--- config.mk ---
export PLATFORM = sky130hd
export DESIGN_NAME = clock_gate_enable_status
export DESIGN_NICKNAME = d
export VERILOG_FILES = /design/src/pkg/clock_gate_pkg.sv /design/src/verilog/clock_gate_cell.sv /design/src/verilog/clock_gate_enable_status.sv
export SDC_FILE = /design/constraint.sdc
export NUM_CORES = 1
export LEC_CHECK = 0
export ABC_CLOCK_PERIOD_IN_PS = 4100
export BUFFER_PORTS_ARGS = -buffer_cell sky130_fd_sc_hd__buf_2
export CORE_UTILIZATION = 25
export DETAILED_ROUTE_END_ITERATION = 7
export SYNTH_ARGS = -nofsm -noshare
export SYNTH_HDL_FRONTEND = slang
export SYNTH_SLANG_ARGS = --single-unit
--- constraint.sdc ---
create_clock -name pclk -period 4.1 [get_ports pclk]
set_input_delay 0.205 -clock pclk [delete_from_list [all_inputs] [get_ports pclk]]
set_output_delay 0.205 -clock pclk [all_outputs]
set_load 0.1 [all_outputs]
--- src/pkg/clock_gate_pkg.sv ---
// Purpose: shared constants for the clock gate enable/status block
// Assumes: 32-bit apb data, byte addresses, one register per word
// Notes: offsets are byte addresses within the block window
package clock_gate_pkg;

	// bus geometry
	localparam int ADDR_W = 8;
	localparam int DATA_W = 32;

	// register byte offsets
	localparam logic [7:0] OFF_SYSTEM_CLOCK_ENABLE = 8'h00;
	localparam logic [7:0] OFF_SYSTEM_CLOCK_DISABLE = 8'h04;
	localparam logic [7:0] OFF_SYSTEM_CLOCK_STATUS = 8'h08;
	localparam logic [7:0] OFF_PERIPHERAL_CLOCK_ENABLE = 8'h10;
	localparam logic [7:0] OFF_PERIPHERAL_CLOCK_DISABLE = 8'h14;
	localparam logic [7:0] OFF_PERIPHERAL_CLOCK_STATUS = 8'h18;

	// system clock field positions
	localparam int BIT_PROCESSOR = 0;
	localparam int BIT_HOST_PORT = 6;
	localparam int BIT_DEVICE_PORT = 7;
	localparam int BIT_PROG_ZERO = 8;
	localparam int BIT_PROG_ONE = 9;

	// bits that each system register acts on
	localparam logic [31:0] SYSTEM_ENABLE_MASK = 32'h0000_03c0;
	localparam logic [31:0] SYSTEM_DISABLE_MASK = 32'h0000_03c1;

	// peripheral identifiers 2..31 exist as gate bits
	localparam logic [31:0] PERIPHERAL_ID_MASK = 32'hffff_fffc;
	localparam int PERIPHERAL_FIRST = 2;
	localparam int PERIPHERAL_LAST = 31;

	// reset values
	localparam logic [31:0] SYSTEM_STATUS_RESET = 32'h0000_0003;
	localparam logic [31:0] PERIPHERAL_STATUS_RESET = 32'h0000_0000;
	localparam logic [31:0] READ_ZERO = 32'h0000_0000;

endpackage : clock_gate_pkg

--- src/verilog/clock_gate_cell.sv ---
// Purpose: glitch-free gate for one copy of the master clock
// Assumes: enable changes only just after a rising edge of clk
// Notes: enable is retimed on the falling edge so the and gate only
//        switches while clk is low; no runt pulse can escape
`timescale 1ns/1ps
module clock_gate_cell #(
	parameter logic reset_open = 1'b0
) (
	input wire logic clk,
	input wire logic presetn,
	input wire logic enable,
	output logic gated_clk
);

	logic enable_low;

	// retime enable while clk is low
	always_ff @(negedge clk or negedge presetn) begin
		if (!presetn) begin
			enable_low <= reset_open;
		end else begin
			enable_low <= enable;
		end
	end

	// gated copy of the master clock
	assign gated_clk = clk & enable_low;

endmodule : clock_gate_cell

--- src/verilog/clock_gate_enable_status.sv ---
// Purpose: clock gating with set/clear/status registers on apb
// Assumes: pclk is the master clock; apb master follows the protocol
// Notes: prdata and pslverr are captured in the setup cycle, pready
//        is high in every access phase, so each transfer is two cycles
//        an access phase counts only right after its setup cycle
//        gates switch while pclk is low, so no clock pulse is cut short
//
// Functional notes
// - system disable bit 0 stops processor clock
// - system disable bit 6 gates host port clocks
// - system disable bit 7 gates device port clock
// - system disable bits 8/9 stop programmable outputs
// - system enable bits 8/9 start programmable outputs
// - status bit 0 shows processor clock running
// - status bit 6 shows host port clock state
// - status bit 7 shows device port clock state
// - status bits 8/9 show programmable output state
// - peripheral enable bits 2..31 open gates
// - peripheral disable bits 2..31 close gates
// - peripheral status bits 2..31 show gate state
// - unimplemented peripheral identifiers change nothing
// - system enable bit 6 opens host port clocks
// - system enable bit 7 opens device port clock
// - peripheral clocks are gated master clock copies
`timescale 1ns/1ps
module clock_gate_enable_status
	import clock_gate_pkg::*;
#(
	parameter logic [31:0] implemented_peripherals = PERIPHERAL_ID_MASK
) (
	// master clock and reset
	input wire logic pclk,
	input wire logic presetn,
	// apb requests
	input wire logic psel,
	input wire logic penable,
	input wire logic pwrite,
	input wire logic [ADDR_W-1:0] paddr,
	input wire logic [DATA_W-1:0] pwdata,
	// apb response
	output logic [DATA_W-1:0] prdata,
	output logic pready,
	output logic pslverr,
	// processor wake request
	input wire logic processor_wake,
	// gated clocks and idle flag
	output logic processor_clock,
	output logic processor_idle,
	output logic host_port_clock,
	output logic device_port_clock,
	output logic programmable_output_zero,
	output logic programmable_output_one,
	output logic [31:0] peripheral_clock
);

	// set bits open, clear bits close, both limited to allowed gates
	function automatic logic [31:0] apply_set_clear(
		input logic [31:0] current,
		input logic [31:0] set_bits,
		input logic [31:0] clear_bits,
		input logic [31:0] allowed
	);
		logic [31:0] opened;
		logic [31:0] closed;
		opened = current | (set_bits & allowed);
		closed = clear_bits & allowed;
		apply_set_clear = opened & ~closed;
	endfunction : apply_set_clear

	// address match on the exact byte offset of a register
	function automatic logic hit(
		input logic [ADDR_W-1:0] addr,
		input logic [7:0] offset
	);
		hit = (addr == offset);
	endfunction : hit

	// write-one strobe of one register, zero unless that register is written
	function automatic logic [31:0] write_strobe(
		input logic commit,
		input logic selected,
		input logic [31:0] data
	);
		write_strobe = (commit & selected) ? data : READ_ZERO;
	endfunction : write_strobe

	// phase of the bus in the cycle just finished
	typedef enum logic [1:0] {
		BUS_IDLE = 2'b00,
		BUS_SETUP = 2'b01,
		BUS_ACCESS = 2'b10
	} bus_phase_t;

	// gate enable flops, read back as status
	logic [31:0] system_gate;
	logic [31:0] peripheral_gate;
	logic [31:0] next_system_gate;
	logic [31:0] next_peripheral_gate;

	// bus phase tracking
	bus_phase_t bus_phase;
	bus_phase_t next_bus_phase;

	// apb phase decode
	wire setup_phase;
	wire access_phase;
	wire access_valid;
	wire write_commit;
	assign setup_phase = psel & ~penable;
	assign access_phase = psel & penable;

	// validate the current cycle against the one before it
	always_comb begin
		next_bus_phase = BUS_IDLE;
		case (bus_phase)
			BUS_IDLE: begin
				if (setup_phase) begin
					next_bus_phase = BUS_SETUP;
				end
			end
			BUS_SETUP: begin
				if (access_phase) begin
					next_bus_phase = BUS_ACCESS;
				end else if (setup_phase) begin
					next_bus_phase = BUS_SETUP;
				end
			end
			BUS_ACCESS: begin
				if (setup_phase) begin
					next_bus_phase = BUS_SETUP;
				end
			end
			default: begin
				next_bus_phase = BUS_IDLE;
			end
		endcase
	end

	// phase register
	always_ff @(posedge pclk or negedge presetn) begin
		if (!presetn) begin
			bus_phase <= BUS_IDLE;
		end else begin
			bus_phase <= next_bus_phase;
		end
	end

	// an access phase without its setup cycle writes nothing
	assign access_valid = access_phase & (bus_phase == BUS_SETUP);
	assign write_commit = access_valid & pwrite;

	// register decode
	wire hit_system_enable;
	wire hit_system_disable;
	wire hit_system_status;
	wire hit_peripheral_enable;
	wire hit_peripheral_disable;
	wire hit_peripheral_status;
	wire mapped;
	assign hit_system_enable = hit(paddr, OFF_SYSTEM_CLOCK_ENABLE);
	assign hit_system_disable = hit(paddr, OFF_SYSTEM_CLOCK_DISABLE);
	assign hit_system_status = hit(paddr, OFF_SYSTEM_CLOCK_STATUS);
	assign hit_peripheral_enable = hit(paddr, OFF_PERIPHERAL_CLOCK_ENABLE);
	assign hit_peripheral_disable = hit(paddr, OFF_PERIPHERAL_CLOCK_DISABLE);
	assign hit_peripheral_status = hit(paddr, OFF_PERIPHERAL_CLOCK_STATUS);
	assign mapped = hit_system_enable
		| hit_system_disable
		| hit_system_status
		| hit_peripheral_enable
		| hit_peripheral_disable
		| hit_peripheral_status;

	// write-one strobes per register; zero bits carry no action
	wire [31:0] system_set;
	wire [31:0] system_clear;
	wire [31:0] peripheral_set;
	wire [31:0] peripheral_clear;
	wire [31:0] wake_set;
	assign system_set = write_strobe(write_commit, hit_system_enable, pwdata);
	assign system_clear = write_strobe(write_commit, hit_system_disable, pwdata);
	assign peripheral_set = write_strobe(write_commit, hit_peripheral_enable, pwdata);
	assign peripheral_clear = write_strobe(write_commit, hit_peripheral_disable, pwdata);

	// a wake request reopens the processor clock and wins over a disable
	assign wake_set = processor_wake ? (32'h0000_0001 << BIT_PROCESSOR) : READ_ZERO;

	// bits each system register may move; enable cannot touch processor bit
	wire [31:0] system_open_bits;
	wire [31:0] system_close_bits;
	assign system_open_bits = system_set & SYSTEM_ENABLE_MASK;
	assign system_close_bits = system_clear & SYSTEM_DISABLE_MASK;

	// next system gate state
	wire [31:0] system_after_write;
	assign system_after_write = apply_set_clear(system_gate, system_open_bits,
		system_close_bits, SYSTEM_DISABLE_MASK);
	assign next_system_gate = system_after_write | wake_set;

	// identifiers that own a gate; all others ignore writes
	wire [31:0] peripheral_allowed;
	assign peripheral_allowed = implemented_peripherals & PERIPHERAL_ID_MASK;

	// next peripheral gate state, only implemented identifiers move
	assign next_peripheral_gate = apply_set_clear(peripheral_gate, peripheral_set,
		peripheral_clear, peripheral_allowed);

	// system gate enable flops
	always_ff @(posedge pclk or negedge presetn) begin
		if (!presetn) begin
			system_gate <= SYSTEM_STATUS_RESET;
		end else begin
			system_gate <= next_system_gate;
		end
	end

	// peripheral gate enable flops
	always_ff @(posedge pclk or negedge presetn) begin
		if (!presetn) begin
			peripheral_gate <= PERIPHERAL_STATUS_RESET;
		end else begin
			peripheral_gate <= next_peripheral_gate;
		end
	end

	// status words; bits without a gate keep their reset level
	wire [31:0] system_status_word;
	wire [31:0] peripheral_status_word;
	assign system_status_word = (system_gate & SYSTEM_DISABLE_MASK)
		| (SYSTEM_STATUS_RESET & ~SYSTEM_DISABLE_MASK);
	assign peripheral_status_word = peripheral_gate & peripheral_allowed;

	// read data selection; write-only registers read as zero
	wire [31:0] read_value;
	assign read_value = hit_system_status ? system_status_word
		: hit_peripheral_status ? peripheral_status_word
		: READ_ZERO;

	// response values, loaded only at the setup edge
	wire [31:0] next_prdata;
	wire next_pslverr;
	assign next_prdata = pwrite ? READ_ZERO : read_value;
	assign next_pslverr = ~mapped;

	// read data and error captured in the setup cycle, held in access
	always_ff @(posedge pclk or negedge presetn) begin
		if (!presetn) begin
			prdata <= READ_ZERO;
			pslverr <= 1'b0;
		end else if (setup_phase) begin
			prdata <= next_prdata;
			pslverr <= next_pslverr;
		end
	end

	// zero wait states
	assign pready = 1'b1;

	// per-gate enables picked out of the system flops
	wire processor_open;
	wire host_port_open;
	wire device_port_open;
	wire prog_zero_open;
	wire prog_one_open;
	assign processor_open = system_gate[BIT_PROCESSOR];
	assign host_port_open = system_gate[BIT_HOST_PORT];
	assign device_port_open = system_gate[BIT_DEVICE_PORT];
	assign prog_zero_open = system_gate[BIT_PROG_ZERO];
	assign prog_one_open = system_gate[BIT_PROG_ONE];

	// idle indication for the processor
	assign processor_idle = ~processor_open;

	// system clock gates, each following its enable flop
	clock_gate_cell #(
		.reset_open(SYSTEM_STATUS_RESET[BIT_PROCESSOR])
	) processor_gate (
		.clk(pclk),
		.presetn(presetn),
		.enable(processor_open),
		.gated_clk(processor_clock)
	);

	clock_gate_cell #(
		.reset_open(SYSTEM_STATUS_RESET[BIT_HOST_PORT])
	) host_port_clock_gate (
		.clk(pclk),
		.presetn(presetn),
		.enable(host_port_open),
		.gated_clk(host_port_clock)
	);

	clock_gate_cell #(
		.reset_open(SYSTEM_STATUS_RESET[BIT_DEVICE_PORT])
	) device_port_clock_gate (
		.clk(pclk),
		.presetn(presetn),
		.enable(device_port_open),
		.gated_clk(device_port_clock)
	);

	clock_gate_cell #(
		.reset_open(SYSTEM_STATUS_RESET[BIT_PROG_ZERO])
	) programmable_output_gate_zero (
		.clk(pclk),
		.presetn(presetn),
		.enable(prog_zero_open),
		.gated_clk(programmable_output_zero)
	);

	clock_gate_cell #(
		.reset_open(SYSTEM_STATUS_RESET[BIT_PROG_ONE])
	) programmable_output_gate_one (
		.clk(pclk),
		.presetn(presetn),
		.enable(prog_one_open),
		.gated_clk(programmable_output_one)
	);

	// peripheral gates, one per identifier
	genvar id;
	generate
		for (id = PERIPHERAL_FIRST; id <= PERIPHERAL_LAST; id++) begin : g_peripheral
			if (implemented_peripherals[id]) begin : g_present
				clock_gate_cell #(
					.reset_open(PERIPHERAL_STATUS_RESET[id])
				) peripheral_gate_bit (
					.clk(pclk),
					.presetn(presetn),
					.enable(peripheral_gate[id]),
					.gated_clk(peripheral_clock[id])
				);
			end else begin : g_absent
				// no peripheral behind this identifier, clock stays low
				assign peripheral_clock[id] = 1'b0;
			end
		end
	endgenerate

	// identifiers 0 and 1 have no gate
	assign peripheral_clock[PERIPHERAL_FIRST-1:0] = 2'b00;

endmodule : clock_gate_enable_status

==> results by group, run 1 <==
Finish
  • Ant. Diodes: 0
  • Area growth, synth to finish: 26.1%
  • Fraction of layout cells with a size suffix above 1: 31.9%
  • Fin nets: 534

Global route
  • Vias in the first global route: 4030
  • Initial antenna violation count: 0
  • Largest net degree at the start of global routing: 53
  • GRT Total Usage: 14.1%
  • First-pass GRT wire length: 20.6 mm
  • GR Overflow Total: 0

Critical path
  • Dominant delay contributor by cell family on the critical path: flip-flops
  • Crit path buffers/inverters: 1
  • R2r setup slk: 1.47 ns
  • Worst path cell trace: and2_1 > buf_2
  • Critical path's largest stage delay: 0.50 ns
  • Crit Path Category: flip-flop to output pin
  • Worst R2R End: processor_gate.enable_low
  • Worst Setup EP: processor_clock
  • Worst EP required: 3.89 ns
  • CP Launch Point: processor_gate.enable_low
  • Data arrival, critical path: 3.61 ns
  • Depth of the worst register-to-register path: 0
  • Levels on crit path: 2
  • Critical path capture point type: output pin
  • Startpoint types: flip-flop
  • R2r startpoint: system_gate[0]
  • Crit-path max FO: 1
  • Crit-path slowest cell: dfstp_2

Timing
  • Final WS setup: 0.287 ns
  • Max-Slew Margin vs Limit: 44.5%
  • Setup TNS: 0 ns
  • Setup violators final: 0
  • Clk_skew: 0.0675 ns
  • Worst Max-Slew Pin Slew: 0.828 ns
  • Final count of hold timing violations: 0
  • RSZ-0062 raised after global routing: no
  • Final Slew Violations: 0

Hold path
  • Hold Crit Class: input port to flip-flop

Clock network
  • Hold-fix buffers at CTS: 2
  • CTS tree: yes
  • Setup bufs post-CTS: 0
  • Clock latency on the worst-skew pair: 0.52 ns
  • Clk slew on worst S/H paths: 0.07 ns
  • Post-cts sizing count: 0

Yosys
  • Gate Count Post-Synth: 412
  • Post-synth cell types: 27
  • Number of synthesized flops with an enable pin: 0
  • Synth Cell Area: 0.00475 mm^2
  • #FFs+latches synth: 105
  • Most used flip-flop cell after synthesis: dfrtp_1
  • Asr flop ratio synth: 100%
  • Avg Inst Size Synth: 11.5 um^2
  • Yosys warning total: 0
  • Post-synthesis sequential area ratio: 55.4%

Route
  • Vias: 3488
  • DRC viols: 0
  • Post-route ant nets: 0
  • Routed len/inst: 17.8 um
  • Vias per cell: 4.78
  • Drt first-iter violations: 149
  • Total wire length: 13.0 mm
  • Drt pass-1 iters: 4

Power
  • Sequential power share: 16.6%
  • Clk pwr share: 81.0%
  • Sw Pwr: 0.00361 W
  • Int Pwr: 0.00268 W
  • PwrDens: 1050 mW/mm^2
  • Logic pwr share: 2.4%
  • Switching share of power: 57.4%
  • Leak: 2.65 nW
  • Worst VDD drop: 0.557 mV

Floorplan
  • Initial Util: 25.5%
  • Die Wd: 140 um
  • Die height: 140 um
  • Top Ports: 118
  • Core area: 0.0186 mm^2
  • Row count: 50
  • Die Area: 0.0195 mm^2

Placed design
  • Final HPWL DP: 7.82 mm
  • Place WS: 0.842 ns
  • Placer congestion estimate: 0.736
  • # port buffers: 113

Job
  • Max Cap Violations: 0

Outcome
  • Status: complete, no violations
==> cells in the final DEF, fill, tap and decap left out, types with 2 or more instances in the layout <==
cell / synthesis / layout
conb_1: 2 / 3
or4_4: 2 / 2
nand4b_1: 31 / 31
nand3b_1: 4 / 4
dfrtn_1: 34 / 34
mux2i_1: 38 / 38
nand2_1: 8 / 8
a32o_1: 26 / 26
nor2_1: 2 / 2
a21oi_1: 2 / 2
buf_2: 0 / 112
bufinv_16: 0 / 3
clkbuf_16: 0 / 23
nor4_1: 35 / 35
inv_1: 37 / 37
buf_4: 33 / 7
dfstp_2: 2 / 2
o21ai_0: 6 / 6
clkbuf_1: 32 / 2
dfrtp_1: 69 / 69
dlygate4sd3_1: 0 / 2
and2_1: 35 / 35
==> layout make-up <==
| type | count | area, um^2 |
|---|---|---|
| flip-flops and latches | 105 | 2630 |
| well taps | 234 | 293 |
| clock inverters | 6 | 106 |
| fillers | 1888 | 12700 |
| multi-input cells | 200 | 1570 |
| repair buffers | 87 | 478 |
| inverters | 36 | 135 |
| clock buffers | 61 | 772 |
==> how the worst min path moves through the flow <==
stage                     startpoint              to  slack (ns)  cells past startpoint
after floorplan              presetn    bus_phase[0]       -0.09                      0
after global placement       presetn      prdata[23]        0.18                      1
after detailed placement     presetn      prdata[23]        0.19                      1
after CTS                  pwdata[0]  system_gate[0]       0.006                      4
after global routing       pwdata[0]  system_gate[0]        0.04                      4
final                      pwdata[0]  system_gate[0]        0.04                      4
==> synthesized netlist by cell type (3+ instances only) <==
master / count / area, um^2
nor4_1: 35 / 219
nand3b_1: 4 / 30.0
mux2i_1: 38 / 380
clkbuf_1: 32 / 120
and2_1: 35 / 219
dfrtn_1: 34 / 851
buf_1: 3 / 11.3
o21ai_0: 6 / 30.0
inv_1: 37 / 139
buf_4: 33 / 248
buf_6: 3 / 33.8
a32o_1: 26 / 260
dfrtp_1: 69 / 1730
nand2_1: 8 / 30.0
nand4b_1: 31 / 272
==> flip-flops by register name, indices dropped and copies added, names as in the netlist <==
register and flops:
device_port_clock_gate.enable_low 1, bus_phase 2, system_gate 5, g_peripheral.g_present.peripheral_gate_bit.enable_low 30, pslverr 1, processor_gate.enable_low 1, peripheral_gate 30, programmable_output_gate_zero.enable_low 1
programmable_output_gate_one.enable_low 1, prdata 32, host_port_clock_gate.enable_low 1
==> power by group through the flow <==
stage / Combinational [W] / Sequential [W] / Clock [W]
CTS: 0.000154 / 0.00105 / 0.00522
floorplan: 0.0000674 / 0.00108 / 0.00343
detailed placement: 0.000153 / 0.00107 / 0.00322
global placement: 0.000149 / 0.00107 / 0.00322
global route: 0.000165 / 0.00105 / 0.00529
finish: 0.000152 / 0.00105 / 0.00509
==> stage by stage <==
stage	total power [W]	std cells	util [%]	instance area (um^2)	hold slack [ns]
2_1_floorplan	0.00458	413	-	4750	-0.0906
3_3_place_gp	0.00444	696	28.2	5270	0.184
3_5_place_dp	0.00444	696	28.2	5270	0.191
4_1_cts	0.00642	729	32.1	5980	0.00559
5_1_grt	0.00650	729	32.1	5980	0.0371
6_report	0.00629	729	32.1	5980	0.0393
==> layer usage <==
layer | global-route usage [%] | wire length, um
met2 | 20.4 | 5840
met4 | 11.9 | 535
met1 | 15.7 | 5650
met3 | 6.40 | 969
met5 | 0 | 0
==> cell families after synthesis <==
kind of cell	after synthesis	synth area share, %
simple gates	123	18.0
flops	105	55.4
other cells	2	0.158
compound gates	36	6.75
buf+inv	108	11.6
mux	38	8.01
Note: power is estimated with default switching activity, not from simulation.
==> run 2: changes to the inputs <==
PLACE_DENSITY_LB_ADDON = 0.08   (was not set)
==> results by group, run 2 (same netlist as run 1, synthesis figures left out) <==
Outcome
  • Status: complete, no violations

Critical path
  • Crit-path max FO: 1 (unchanged)
  • R2r startpoint: peripheral_gate[14]
  • Critical path's largest stage delay: 0.50 ns (about the same)
  • R2r setup slk: 1.49 ns (+0.02 ns)
  • Startpoint types: flip-flop
  • Dominant delay contributor by cell family on the critical path: flip-flops
  • Worst EP required: 3.89 ns (about the same)
  • Crit path buffers/inverters: 1 (unchanged)
  • Data arrival, critical path: 3.62 ns (about the same)
  • Crit Path Category: flip-flop to output pin
  • Critical path capture point type: output pin
  • Depth of the worst register-to-register path: 0 (unchanged)
  • Crit-path slowest cell: dfstp_2
  • Worst path cell trace: and2_1 > buf_2

Clock network
  • Clock latency on the worst-skew pair: 0.53 ns (about the same)
  • CTS tree: yes
  • Clk slew on worst S/H paths: 0.07 ns (about the same)
  • Post-cts sizing count: 0 (unchanged)

Global route
  • First-pass GRT wire length: 20.9 mm (+1.4%)
  • Largest net degree at the start of global routing: 42 (-21%)
  • Routing usage on met1: 16.5% (+0.78 points)
  • Met2 track demand over resource: 19.9% (-0.58 points)
  • Met3 Track Usage GR: 6.43% (+0.034 points)
  • Most Crowded Layer GR: met2
  • Initial antenna violation count: 0 (unchanged)
  • GR Overflow Total: 0 (unchanged)
  • GRT Total Usage: 14.4% (+0.28 points)
  • Vias in the first global route: 3917 (-2.8%)

Floorplan
  • Core area: 0.0186 mm^2 (unchanged)
  • Initial Util: 25.5% (unchanged)
  • Row count: 50 (unchanged)
  • Die Area: 0.0195 mm^2 (unchanged)
  • Die Wd: 140 um (unchanged)
  • Top Ports: 118 (unchanged)
  • Die height: 140 um (unchanged)

Placed design
  • Final HPWL DP: 7.88 mm (+0.70%)
  • # port buffers: 113 (unchanged)
  • Placer congestion estimate: 0.673 (-8.6%)
  • Place WS: 0.844 ns (+0.00223 ns)

Finish
  • Top Registers: prdata (32), g_peripheral.g_present.peripheral_gate_bit.enable_low (30), peripheral_gate (30)
  • Fin nets: 537 (+0.56%)
  • Fraction of layout cells with a size suffix above 1: 32.5% (+0.61 points)
  • Area growth, synth to finish: 25.7%
  • Multi-input gate area: 0.00157 mm^2 (unchanged)
  • Fillers: 1984 (+5.1%)
  • Most common cell after layout, fill and taps aside: buf_2
  • Max reg flops: 32 (unchanged)
  • Sequential cell area: 0.00263 mm^2 (unchanged)
  • Biggest register: prdata
  • Ant. Diodes: 0 (unchanged)
  • Most frequent cells in the layout: buf_2 (112), dfrtp_1 (69), mux2i_1 (38), inv_1 (37)

Route
  • Vias: 3467 (-0.60%)
  • Drt first-iter violations: 158 (+6.0%)
  • Drt pass-1 iters: 7 (+3)
  • DRC viols: 0 (unchanged)
  • Routed len/inst: 18.2 um (+2.2%)
  • Post-route ant nets: 0 (unchanged)
  • Vias per cell: 4.74 (-1.0%)
  • Total wire length: 13.3 mm (+2.7%)

Power
  • Worst VDD drop: 0.455 mV (-18%)
  • PwrDens: 1030 mW/mm^2 (-1.7%)
  • Leak: 2.64 nW (-0.31%)

Job
  • Max Cap Violations: 0 (unchanged)

Hold path
  • Hold EP: system_gate[0]
  • Hold Crit Class: input port to flip-flop
  • HP Start: pwdata[0]
  • Hold path cells: 4 (unchanged)

Timing
  • Worst Max-Slew Pin Slew: 0.785 ns (-0.0436 ns)
  • RSZ-0062 raised after global routing: no
  • Setup TNS: 0 ns (unchanged)
  • Final WS setup: 0.273 ns (-0.0143 ns)
  • Final count of hold timing violations: 0 (unchanged)
  • Clk_skew: 0.0683 ns (+0.000754 ns)
  • Max-Slew Margin vs Limit: 47.7% (+3.2 points)
  • Setup violators final: 0 (unchanged)
  • Final Slew Violations: 0 (unchanged)
run 2: timing repair:
| item | 4_1_cts | 5_1_grt |
|---|---|---|
| endpoints found under the hold margin | 26 | 0 |
| setup buffers | 0 | 0 |
| hold buffers | 2 | 0 |
run 2: final cells by class:
class,count,share of cell area (%)
Clock inverter,6,0.692
Clock buffer,61,13.1
Timing Repair Buffer,90,8.60
Tap cell,234,4.91
Multi-Input combinational cell,200,26.3
Sequential cell,105,44.1
Inverter,36,2.27
run 2: worst max path at each step:
stage | startpoint | cells past startpoint | end
3_3_place_gp | processor_gate.enable_low | 2 | processor_clock
3_5_place_dp | processor_gate.enable_low | 2 | processor_clock
4_1_cts | processor_gate.enable_low | 2 | processor_clock
5_1_grt | processor_gate.enable_low | 2 | processor_clock
6_report | processor_gate.enable_low | 2 | processor_clock
2_1_floorplan | processor_gate.enable_low | 1 | processor_clock
run 2: metrics by stage:
step / hold WS, ns / util (%) / area (um^2) / cells / power [W]
after floorplan: -0.0906 / - / 4750 / 413 / 0.00458
after global placement: 0.248 / 28.4 / 5300 / 699 / 0.00445
after detailed placement: 0.250 / 28.4 / 5300 / 699 / 0.00445
after CTS: 0.0140 / 32.0 / 5960 / 732 / 0.00629
after global routing: 0.0547 / 32.0 / 5960 / 732 / 0.00640
final: 0.0334 / 32.0 / 5960 / 732 / 0.00616
run 2: metal layers:
metal	wire length (um)	vias up
li1	-	1575
met1	5740	1706
met2	5980	137
met3	989	49
met4	631	0
met5	0	-
run 2: report_power, final:
part	total [W]	internal, W	switching, W
combinational	0.000157	0.0000405	0.000116
sequential	0.00105	0.00104	0.00000314
clock	0.00496	0.00144	0.00352
run 2: worst min-delay path: cells and delay by family:
family	cells	cell delay, ns
buffers and inverters	1	0.09
and+or+nand+nor	2	0.13
AOI/OAI and AO/OA	1	0.07
